===== config.mk =====
export PLATFORM = sky130hd
export DESIGN_NAME = island_bus_diagnostic_status
export DESIGN_NICKNAME = d
export VERILOG_FILES = /design/src/logic/island_diag_pkg.sv /design/src/logic/island_bus_diagnostic_status.sv
export SDC_FILE = /design/constraint.sdc
export NUM_CORES = 1
export LEC_CHECK = 0
export BUFFER_PORTS_ARGS = -buffer_cell sky130_fd_sc_hd__buf_2
export CAP_MARGIN = 15
export CORE_MARGIN = 1.5
export CORE_UTILIZATION = 35
export CTS_CLUSTER_DIAMETER = 30
export DETAILED_ROUTE_END_ITERATION = 8
export HOLD_SLACK_MARGIN = 0.12
export PLACE_DENSITY = 0.67
export SLEW_MARGIN = 0
export SYNTH_ARGS = -nofsm -noshare
export SYNTH_HDL_FRONTEND = slang
export SYNTH_SLANG_ARGS = --single-unit
export TNS_END_PERCENT = 1

===== constraint.sdc =====
create_clock -name mclk_i -period 1.3 [get_ports mclk_i]
set_input_delay 0.26 -clock mclk_i [delete_from_list [all_inputs] [get_ports mclk_i]]
set_output_delay 0.26 -clock mclk_i [all_outputs]
set_load 0.01 [all_outputs]

===== src/logic/island_diag_pkg.sv =====
// package for the island-level diagnostic byte block
// assumes one system clock; byte positions are response byte indices
package island_diag_pkg;
   // byte positions in the diagnostics response
   localparam logic [7:0] POS_HEADER      = 8'h06;
   localparam logic [7:0] POS_FW_LOW      = 8'h07;
   localparam logic [7:0] POS_FW_HIGH     = 8'h08;
   localparam logic [7:0] POS_NODE_LOW    = 8'h09;
   localparam logic [7:0] POS_STATE_CODE  = 8'h0a;
   localparam logic [7:0] POS_COMM_FAULTS = 8'h0b;
   localparam logic [7:0] POS_SCAN_LOW    = 8'h0c;
   localparam logic [7:0] POS_SCAN_HIGH   = 8'h0d;
   localparam logic [7:0] POS_NODE_HIGH   = 8'h0e;
   // fixed values
   localparam logic [7:0] HEADER_VALUE    = 8'h09;
   localparam logic [7:0] RESET_BYTE      = 8'h00;
   localparam logic [1:0] MODULE_TYPE     = 2'h1;  // arbitrary neutral value
   localparam logic [7:0] FW_V2_HIGH      = 8'h02;
   // node status low fields
   localparam int NL_MISMATCH  = 4;
   localparam int NL_TYPE_LO   = 5;
   localparam int NL_CTRL_KIND = 7;
   // node status high fields
   localparam int NH_MOD_FAIL  = 0;
   localparam int NH_GLOBAL    = 1;
   localparam int NH_FIELDBUS  = 2;
   localparam int NH_PROTECTED = 3;
   localparam int NH_CARD_BAD  = 4;
   localparam int NH_REFLEX    = 5;
   localparam int NH_HOTSWAP   = 6;
   localparam int NH_OUT_OWNER = 7;
   // reserved position in the high scanner byte
   localparam int SH_RESERVED  = 3;
   // island state codes
   localparam logic [7:0] ST_INIT        = 8'h00;
   localparam logic [7:0] ST_PREOP_RESET = 8'h40;
   localparam logic [7:0] ST_COMM_RESET  = 8'h60;
   localparam logic [7:0] ST_ID_CHECK    = 8'h61;
   localparam logic [7:0] ST_AUTO_ADDR   = 8'h62;
   localparam logic [7:0] ST_BOOT_UP     = 8'h63;
   localparam logic [7:0] ST_IMAGE_SETUP = 8'h64;
   localparam logic [7:0] ST_CFG_MATCH   = 8'h80;
   localparam logic [7:0] ST_CFG_MINOR   = 8'h81;
   localparam logic [7:0] ST_CFG_MAND    = 8'h82;
   localparam logic [7:0] ST_CFG_ABORT   = 8'h83;
   localparam logic [7:0] ST_RUN_MATCH   = 8'ha0;
   localparam logic [7:0] ST_RUN_MINOR   = 8'ha1;
   localparam logic [7:0] ST_RUN_PREOP   = 8'ha2;
   localparam logic [7:0] ST_PREOP_STOP  = 8'hc0;

   // island state selector from the scanner
   typedef enum logic [3:0] {
      IS_INIT, IS_PREOP_RESET, IS_COMM_RESET, IS_ID_CHECK, IS_AUTO_ADDR,
      IS_BOOT_UP, IS_IMAGE_SETUP, IS_CFG_MATCH, IS_CFG_MINOR, IS_CFG_MAND,
      IS_CFG_ABORT, IS_RUN_MATCH, IS_RUN_MINOR, IS_RUN_PREOP, IS_PREOP_STOP
   } island_state_e;

   // communication fault flags, bit 7 down to bit 0
   typedef struct packed {
      logic hi_tx_overrun;   // bit 7
      logic hi_rx_overrun;   // bit 6
      logic lo_tx_overrun;   // bit 5
      logic err_status_rst;  // bit 4
      logic err_warn_level;  // bit 3
      logic bus_off;         // bit 2
      logic module_overrun;  // bit 1
      logic lo_rx_overrun;   // bit 0
   } comm_faults_s;

   // scanner global errors, high byte first in packing
   typedef struct packed {
      logic timeout;         // high bit 4
      logic mod_cfg;         // high bit 2
      logic data_len;        // high bit 1
      logic trigger_proto;   // high bit 0
      logic assignment;      // low bit 7
      logic bus_mgmt;        // low bit 6
      logic out_of_order;    // low bit 5
      logic image_err;       // low bit 4
      logic mand_cfg;        // low bit 3
      logic auto_addr;       // low bit 2
      logic id_misuse;       // low bit 1
      logic fatal_bus;       // low bit 0
   } scanner_errors_s;

   // node-level status inputs
   typedef struct packed {
      logic cfg_mismatch;
      logic ctrl_second_kind;
      logic module_failed;
      logic fieldbus_fault;
      logic cfg_protected;
      logic card_invalid;
      logic reflex_configured;
      logic hot_swapped;
      logic local_owns_outputs;
   } node_status_s;
endpackage

===== src/logic/island_bus_diagnostic_status.sv =====
// island-level diagnostic bytes 6..14 of a fieldbus node response
// assumes status inputs synchronous to mclk_i; reader selects a byte index
`timescale 1ns/1ns
module island_bus_diagnostic_status (
   input  wire logic                             mclk_i,
   input  wire logic                             reset_i,
   input  wire logic [15:0]                      fw_version_i,
   input  wire island_diag_pkg::island_state_e   island_state_i,
   input  wire island_diag_pkg::comm_faults_s    comm_faults_i,
   input  wire island_diag_pkg::scanner_errors_s scanner_errors_i,
   input  wire island_diag_pkg::node_status_s    node_status_i,
   input  wire logic [7:0]                       rd_index_i,
   output logic [7:0]                            rd_data_o,
   output logic                                  rd_hit_o,
   output logic [7:0]                            island_diag_header_o,
   output logic [7:0]                            firmware_version_low_o,
   output logic [7:0]                            firmware_version_high_o,
   output logic [7:0]                            node_status_low_o,
   output logic [7:0]                            island_state_code_o,
   output logic [7:0]                            island_comm_faults_o,
   output logic [7:0]                            scanner_errors_low_o,
   output logic [7:0]                            scanner_errors_high_o,
   output logic [7:0]                            node_status_high_o
);
   import island_diag_pkg::*;

   // ----------------------------------------------------------------
   // byte assembly
   // ----------------------------------------------------------------
   logic [7:0] hdr_d, fwl_d, fwh_d, nsl_d, isc_d, icf_d, sel_d, seh_d, nsh_d;
   logic [7:0] hdr_q, fwl_q, fwh_q, nsl_q, isc_q, icf_q, sel_q, seh_q, nsh_q;
   logic [7:0] rd_d,  rd_q;
   logic       hit_d, hit_q;
   logic       fw_v2;

   // header, version and node status low
   always_comb begin
      hdr_d = HEADER_VALUE;
      fwl_d = fw_version_i[7:0];
      fwh_d = fw_version_i[15:8];
      nsl_d = 8'h00;
      nsl_d[NL_MISMATCH]            = node_status_i.cfg_mismatch;
      nsl_d[NL_TYPE_LO+1:NL_TYPE_LO] = MODULE_TYPE;
      nsl_d[NL_CTRL_KIND]           = node_status_i.ctrl_second_kind;
   end

   // island state encoding
   always_comb begin
      case (island_state_i)
         IS_INIT:        isc_d = ST_INIT;
         IS_PREOP_RESET: isc_d = ST_PREOP_RESET;
         IS_PREOP_STOP:  isc_d = ST_PREOP_STOP;
         IS_COMM_RESET:  isc_d = ST_COMM_RESET;
         IS_ID_CHECK:    isc_d = ST_ID_CHECK;
         IS_AUTO_ADDR:   isc_d = ST_AUTO_ADDR;
         IS_BOOT_UP:     isc_d = ST_BOOT_UP;
         IS_IMAGE_SETUP: isc_d = ST_IMAGE_SETUP;
         IS_CFG_MATCH:   isc_d = ST_CFG_MATCH;
         IS_CFG_MINOR:   isc_d = ST_CFG_MINOR;
         IS_CFG_MAND:    isc_d = ST_CFG_MAND;
         IS_CFG_ABORT:   isc_d = ST_CFG_ABORT;
         IS_RUN_MATCH:   isc_d = ST_RUN_MATCH;
         IS_RUN_MINOR:   isc_d = ST_RUN_MINOR;
         IS_RUN_PREOP:   isc_d = ST_RUN_PREOP;
         default:        isc_d = ST_INIT;
      endcase
   end

   // fault flags, scanner errors and node status high
   always_comb begin
      icf_d = comm_faults_i;
      sel_d = scanner_errors_i[7:0];
      seh_d = {3'h0, scanner_errors_i[11], 1'b0,
               scanner_errors_i[10:8]};
      fw_v2 = (fw_version_i[15:8] >= FW_V2_HIGH);
      nsh_d = 8'h00;
      nsh_d[NH_MOD_FAIL]  = node_status_i.module_failed;
      nsh_d[NH_GLOBAL]    = |scanner_errors_i;
      nsh_d[NH_FIELDBUS]  = node_status_i.fieldbus_fault;
      nsh_d[NH_PROTECTED] = node_status_i.cfg_protected;
      nsh_d[NH_CARD_BAD]  = node_status_i.card_invalid;
      nsh_d[NH_REFLEX]    = fw_v2 & node_status_i.reflex_configured;
      nsh_d[NH_HOTSWAP]   = fw_v2 & node_status_i.hot_swapped;
      nsh_d[NH_OUT_OWNER] = node_status_i.local_owns_outputs;
   end

   // ----------------------------------------------------------------
   // byte read port
   // ----------------------------------------------------------------
   // selects the byte being registered this edge, so a read shows the same
   // sample as the byte outputs instead of lagging them by one cycle
   always_comb begin
      hit_d = 1'b1;
      case (rd_index_i)
         POS_HEADER:      rd_d = hdr_d;
         POS_FW_LOW:      rd_d = fwl_d;
         POS_FW_HIGH:     rd_d = fwh_d;
         POS_NODE_LOW:    rd_d = nsl_d;
         POS_STATE_CODE:  rd_d = isc_d;
         POS_COMM_FAULTS: rd_d = icf_d;
         POS_SCAN_LOW:    rd_d = sel_d;
         POS_SCAN_HIGH:   rd_d = seh_d;
         POS_NODE_HIGH:   rd_d = nsh_d;
         default: begin
            rd_d  = RESET_BYTE;             // outside the block reads zero
            hit_d = 1'b0;
         end
      endcase
   end

   // registers all bytes; reset clears everything but the fixed header
   always_ff @(posedge mclk_i) begin
      if (reset_i) begin
         hdr_q <= HEADER_VALUE;
         fwl_q <= RESET_BYTE;
         fwh_q <= RESET_BYTE;
         nsl_q <= RESET_BYTE;
         isc_q <= ST_INIT;
         icf_q <= RESET_BYTE;
         sel_q <= RESET_BYTE;
         seh_q <= RESET_BYTE;
         nsh_q <= RESET_BYTE;
         rd_q  <= RESET_BYTE;
         hit_q <= 1'b0;
      end else begin
         hdr_q <= hdr_d;
         fwl_q <= fwl_d;
         fwh_q <= fwh_d;
         nsl_q <= nsl_d;
         isc_q <= isc_d;
         icf_q <= icf_d;
         sel_q <= sel_d;
         seh_q <= seh_d;
         nsh_q <= nsh_d;
         rd_q  <= rd_d;
         hit_q <= hit_d;
      end
   end

   // ----------------------------------------------------------------
   // outputs
   // ----------------------------------------------------------------
   assign rd_data_o               = rd_q;
   assign rd_hit_o                = hit_q;
   assign island_diag_header_o    = hdr_q;
   assign firmware_version_low_o  = fwl_q;
   assign firmware_version_high_o = fwh_q;
   assign node_status_low_o       = nsl_q;
   assign island_state_code_o     = isc_q;
   assign island_comm_faults_o    = icf_q;
   assign scanner_errors_low_o    = sel_q;
   assign scanner_errors_high_o   = seh_q;
   assign node_status_high_o      = nsh_q;
endmodule // island_bus_diagnostic_status


Word level (Yosys, flattened, before mapping)
Memory sizes are Yosys's and may differ from the RTL's.
Cells that the tools add are included.
- ROM bits: 96
- input port bits: 59
- memories: 1
- output and inout bits: 81
- bits in registers: 73
- logic and storage cells: 30
- bitwise operators: 2
- magnitude comparators: 1
- reductions and logical operators: 2
- equality and inequality tests: 9
- multiplexer cells: 3
- memory list (memory ; words ; bits a word ; read ports ; clocked after memory_dff ; wr ports ; line ; RTL):
    (no name shown) ; 16 ; 6 ; 1 ; 0 ; 0 ; island_bus_diagnostic_status.sv:49 ; case (island_state_i)
- operator list (kind ; count):
    one-hot mux 8 bit (9 select lines) ; 1
    equality test 8 x 4 -> 1 bit, second input constant ; 7
    equality test 8 x 3 -> 1 bit, second input constant ; 2
    OR reduction 12 bit ; 1
    OR reduction 9 bit ; 1
    greater-or-equal comparator 8 x 2 -> 1 bit, second input constant ; 1
    2-to-1 mux 6 bit ; 1
    AND 1 bit ; 2
    2-to-1 mux 1 bit ; 1

Longest topological paths before layout
Gate-level depths: netlist of run 1.
- depth after elaboration: 3
- mapped depth: 7
- depth with buffers taken out: 7

Worst setup path before layout of run 1
Ideal clock, no wire load.
- path kind: in2reg
- from: input port fw_version_i[12]
- to: register rd_q[5], in the netlist rd_data_o[5]
- setup time: 133 ps
- path slack: -83 ps
- stages on the path: 5
- arrival: 1250 ps
- path through: or4_1 nor4_2 nor3_1 a32oi_1 a21oi_1
- cells in the longest elaborated chain, start to end: 3
- RTL lines (what ; line ; RTL):
    from (decl) ; island_bus_diagnostic_status.sv:7 ; input wire logic [15:0] fw_version_i,
    greater-or-equal comparator 8 x 2 -> 1 bit ; island_bus_diagnostic_status.sv:75 ; fw_v2 = (fw_version_i[15:8] >= FW_V2_HIGH);
    AND 1 bit ; island_bus_diagnostic_status.sv:82 ; nsh_d[NH_REFLEX] = fw_v2 & node_status_i.reflex_configured;
    one-hot mux 8 bit (9 select lines) ; island_bus_diagnostic_status.sv:94 ; case (rd_index_i)
    to (signal assigned) ; island_bus_diagnostic_status.sv:135 ; rd_q <= rd_d;
    to (decl) ; island_bus_diagnostic_status.sv:32 ; logic [7:0] rd_d, rd_q;
No other way between the ends.
A chain may end at the register's enable or synchronous reset.

Worst setup path after layout of run 1
- from: input port island_state_i[0]
- to: register rd_q[5], in the netlist rd_data_o[5]
- cells in the longest elaborated chain, start to end: 2
- RTL lines (what ; line ; RTL):
    from (decl) ; island_bus_diagnostic_status.sv:8 ; input wire island_diag_pkg::island_state_e island_state_i,
    memory (16 x 6 bit) ; n/a ;
    one-hot mux 8 bit (9 select lines) ; island_bus_diagnostic_status.sv:94 ;
No other way between the ends.

==> flow_summary.yaml, run 1 <==
setup_path:
  worstSetupPathType: "in2reg"
  arrival_ps: 1480
  critPathSlowestCell: "mux2_2"
  required_ps: 1510
  path_cells: "buf_2 -> ha_1 -> mux2_2 -> mux2i_1 -> nor3_1 -> a311oi_1 -> a21oi_1"
  crit_fanout: 5
  crit_path_max_incr_delay_ps: 270
  crit_path_end_kind: "flop"
  start_kind: "input pin"
synth:
  synthTopCellsByArea: "dfxtp_1 (47%), nor2b_1 (11%), buf_4 (5.5%), ha_1 (2.9%), mux2i_1 (2.3%)"
  synthesis.area_um2: 2610
  ys_async_sr_fraction_pct: 0
  yosys_warnings: 0
  synth_edf_count: 0
  yosysTopAreaCell: "dfxtp_1"
  ys_seq_area_share_pct: 47.5
  ys_types: 46
  ys_ff_latch: 62
  syn_avg_cell_area_um2: 9.68
  yosys.area.top_type_share_pct: 47.5
  synthFlopType: "dfxtp_1"
  syn_inst: 270
cts:
  clock-sinks: 62
  cts_hold_buf: 0
  cts_resized: 0
  cts.clk_slew.worst_paths_ps: 60
  post_cts_buffers: 0
  cts_htree_levels: 3
  numCtsBuffers: 9
  root_buffer: "clkbuf_8"
  cts_tree: "yes"
  cts_buffer_depth: 2
global_route:
  grt_antenna_before_repair: 0
  grt_max_degree: 51
  grt_use_total_pct: 18.9
  grt_pass1_wl_um: 11300
  grt_pass1_vias: 2313
  gr-total-overflow: 0
timing:
  max_freq_ghz: 0.783
  grt_setup_unrepaired: "true"
  fin_crit_ps: 1280
  fin_tns_setup_ps: 0
  hold_viol_final: 0
  setup_ws_ps: 22.1
  setup_viol: 0
  hold_slack_ps: 139
  fin_crit_sh_pct: 98.3
  finalMaxSlewViolations: 0
job:
  cap_violations: 0
route:
  viasPerCell: 4.59
  wl_per_cell_um: 13.8
  initialDrtViolationCount: 92
  ant_nets: 0
  route.detailed.drc: 0
  vias: 2486
  routed_wl_um: 7460
  dr.pass1.iters: 4
power_and_ir_drop:
  p_switching_mw: 1.11
  pwr-share-clk_pct: 39.2
  p_per_area_nw_per_um2: 1160
  p_int_mw: 3.36
  comb_power_share_pct: 15.9
  p_leak_nw: 1.87
  vdd_drop_max_mv: 0.441
  p_seq_share_pct: 44.9
  power_mw: 4.47
  swShare_pct: 24.8
place:
  pre_cts_ws_ps: -327
  place.gp.congestion: 0.854
  dp_hpwl_um: 5970
  port_buffers: 120
  place_inst: 527
  postPlaceCellArea_um2: 3620
layout:
  nets: 504
  post-route-util_pct: 53.0
  stdcell_count: 542
  final_area_um2: 3840
  area_growth_pct: 47.0
  drive_above_1_share_pct: 46.3
  antennaDiodeCount: 0
floorplanning:
  top_level_ports: 140
  die_w_um: 89.4
  die_area_um2: 8000
  row_count: 31
  coreArea_um2: 7250
  start_util_pct: 36.0
  dieHeight_um: 89.4
status:
  status: "complete, no violations"
min_path:
  hold_class: "in2reg"
per-layer routing:
layer  share of wire (%)  global-route usage [%]  vias to the layer above
li1                    -                       -                     1236
met1                  43                    22.7                     1130
met2                  47                    31.2                      114
met3                 9.0                    6.74                        6
met4                 1.1                    6.99                        0
met5                   0                       0                        -
cell families after synthesis:
logic type	synth area share [%]
AO/OA/AOI/OAI	11.3
adder cells (fa/ha/maj)	2.87
buffers and inverters	9.10
flip-flops	47.5
multiplexers	5.31
other	0.287
AND/OR/NAND/NOR	23.6
final cells by class:
cell class / instances / area (µm²)
Inverter: 8 / 30.0
Sequential cell: 62 / 1240
Multi-Input combinational cell: 183 / 1210
Tap cell: 99 / 124
Fill cell: 699 / 3410
Timing Repair Buffer: 175 / 1030
Clock buffer: 12 / 165
Clock inverter: 3 / 42.5
synthesized netlist by cell type (2+ instances only):
cell	n
nor4_1	4
o211ai_1	2
conb_1	2
o31ai_1	2
nand2b_1	3
or4_1	2
and3_1	2
nand2_1	10
nor2b_1	47
a31oi_1	5
a22oi_1	5
o22ai_1	2
o21ai_0	4
nor2_1	11
buf_4	19
and2_1	5
a32oi_1	3
a21oi_1	9
mux2i_1	6
clkbuf_1	7
nand4_1	2
a311oi_1	2
mux2_2	5
buf_2	7
nor3b_1	3
nor3_1	5
inv_1	8
nand3b_1	2
ha_1	6
dfxtp_1	62
nand3_1	3
sequential cells by signal, summed over array words and instances (netlist names):
| register | cells |
|---|---|
| firmware_version_high_o | 8 |
| firmware_version_low_o | 8 |
| island_comm_faults_o | 8 |
| island_state_code_o | 6 |
| node_status_high_o | 8 |
| node_status_low_o | 3 |
| rd_data_o | 8 |
| rd_hit_o | 1 |
| scanner_errors_high_o | 4 |
| scanner_errors_low_o | 8 |
path summary, 6_finish.rpt:
path,cells past startpoint,from,endpoint
setup / recovery,7,island_state_i[0],rd_data_o[5]
hold / removal,2,node_status_i[2],node_status_high_o[5]
critical path, delay by kind of cell:
kind / cells / cell delay (ps)
AO/OA/AOI/OAI: 2 / 330
multiplexers: 2 / 440
AND/OR/NAND/NOR: 1 / 90
adder cells (fa/ha/maj): 1 / 230
buffers and inverters: 1 / 130
cells in the final DEF (no fill, tap or decap), types with 4 or more instances in the layout:
cell	instances
buf_2	120
dfxtp_1	62
buf_4	54
nor2b_1	47
conb_1	19
clkbuf_8	12
nor2_1	11
nand2_1	10
a21oi_1	9
inv_1	6
mux2i_1	6
a31oi_1	5
mux2_2	5
a22oi_1	5
nor3_1	5
and2_1	5
ha_1	5
nor4_1	4
o21ai_0	4
power groups by stage:
stage	sequential, mW	clock [mW]	combinational, mW
after global placement	2.05	0	0.699
final	2.01	1.75	0.711
after floorplan	2.10	0	0.303
after CTS	2.01	1.80	0.709
after detailed placement	2.05	0	0.706
after global routing	2.02	1.88	0.779
Power figures use the tool's default switching activity.
==> run 2, diff against run 1 <==
- CORE_UTILIZATION: 35 -> 40
- PLACE_DENSITY: 0.67 -> 0.75
- RECOVER_POWER: unset -> 25
==> flow_summary.yaml, run 2 (synthesis gave the netlist of run 1 again) <==
timing:
  max_freq_ghz: 0.767
  worst_pin_slew_ps: 859
  finalMaxSlewViolations: 0
  fin_crit_sh_pct: 100
  setup_viol: 1
  setup_ws_ps: -4.13
  slew_headroom_pct: 42.7
  hold_slack_ps: 146
  grt_setup_unrepaired: "true"
  fin_crit_ps: 1300
  hold_viol_final: 0
  fin_tns_setup_ps: -4.13
cts:
  cts_buffer_depth: 2
  cts_hold_buf: 0
  numCtsBuffers: 9
  cts.clk_slew.worst_paths_ps: 70
  clock-sinks: 62
  cts_htree_levels: 3
  cts_tree: "yes"
  root_buffer: "clkbuf_8"
floorplanning:
  dieHeight_um: 83.8
  top_level_ports: 140
  coreArea_um2: 6310
  row_count: 29
  die_area_um2: 7030
  start_util_pct: 41.4
  die_w_um: 83.8
power_and_ir_drop:
  pwr-share-clk_pct: 35.2
  p_int_mw: 3.12
  vdd_drop_max_mv: 0.735
  p_per_area_nw_per_um2: 1100
  p_leak_nw: 1.86
  power_mw: 4.21
  p_switching_mw: 1.09
  swShare_pct: 25.9
  p_seq_share_pct: 47.7
  comb_power_share_pct: 17.1
layout:
  multi_input_area_um2: 1240
  layout_commonest_cell: "buf_2"
  area_growth_pct: 46.1
  ff_latch_area_um2: 1240
  final_area_um2: 3820
  most-common-layout-cells: "buf_2 (121), dfxtp_1 (62), buf_4 (57)"
  nets: 507
  post-route-util_pct: 60.5
  antennaDiodeCount: 0
  fill_cells: 588
  drive_above_1_share_pct: 47.5
  stdcell_count: 523
global_route:
  grt_pass1_vias: 2426
  grt_pass1_wl_um: 11600
  grt_max_degree: 51
  grt_antenna_before_repair: 0
  gr-total-overflow: 0
  grt_use_total_pct: 21.3
route:
  routed_wl_um: 7400
  vias: 2471
  route.detailed.drc: 0
  dr.pass1.iters: 4
  initialDrtViolationCount: 88
  viasPerCell: 4.72
  wl_per_cell_um: 14.1
  ant_nets: 0
status:
  violations: "setup timing"
  status: "finished, violations left"
place:
  dp_hpwl_um: 5940
  postPlaceCellArea_um2: 3610
  place_inst: 507
  port_buffers: 120
  place.gp.congestion: 0.899
  pre_cts_ws_ps: -350
setup_path:
  required_ps: 1510
  path_cells: "buf_2 -> ha_2 -> mux2_2 -> mux2i_2 -> nor3_2 -> a311oi_2 -> a21oi_1"
  worstSetupPathType: "in2reg"
  crit_path_end_kind: "flop"
  crit_fanout: 5
  start_kind: "input pin"
  crit_path_max_incr_delay_ps: 280
  arrival_ps: 1510
  critPathSlowestCell: "mux2_2"
job:
  cap_violations: 0
min_path:
  hold_class: "in2reg"
run 2: cell count changes in the layout (fill, tap and decap cells not counted), sizes merged:
cell / before / now
clkinvlp: 1 / 2
buf: 175 / 178
bufinv: 1 / 0
run 2: worst max-delay path, delay by kind of cell:
family / cells / cell delay, ps
AOI/OAI and AO/OA: 2 / 340
and+or+nand+nor: 1 / 80
muxes: 2 / 500
buffers and inverters: 1 / 130
adders and majority gates: 1 / 200
run 2: worst paths after layout:
path              start                    end  slack [ps]  cells past startpoint
min    node_status_i[1]  node_status_high_o[6]         150                      2
max   island_state_i[0]           rd_data_o[5]          -4                      7
run 2: metal layers:
layer	wire (µm)	track usage (%)	vias up
met5	0	0	-
met4	168	7.00	0
met3	521	6.23	17
met2	3450	35.1	113
met1	3260	26.7	1110
li1	-	-	1231
run 2: power by group through the flow:
stage / Combinational [mW] / Sequential [mW] / Clock [mW]
after floorplan: 0.303 / 2.10 / 0
after global placement: 0.697 / 2.05 / 0
after detailed placement: 0.707 / 2.05 / 0
after CTS: 0.711 / 2.01 / 1.52
after global routing: 0.784 / 2.02 / 1.62
final: 0.721 / 2.01 / 1.49
run 2: area by class of cell:
class                           count  share of cell area (%)
Clock buffer                       12                    4.06
Tap cell                           77                    2.52
Timing Repair Buffer              178                    27.1
Clock inverter                      3                   0.524
Sequential cell                    62                    32.5
Multi-Input combinational cell    183                    32.5
Inverter                            8                   0.786
run 2: timing repair:
action,in CTS,in global routing
resized for setup,1,9
buffers inserted,0,1
endpoints found under the hold margin,0,0
pin swaps,0,4
setup endpoints to repair,1,5
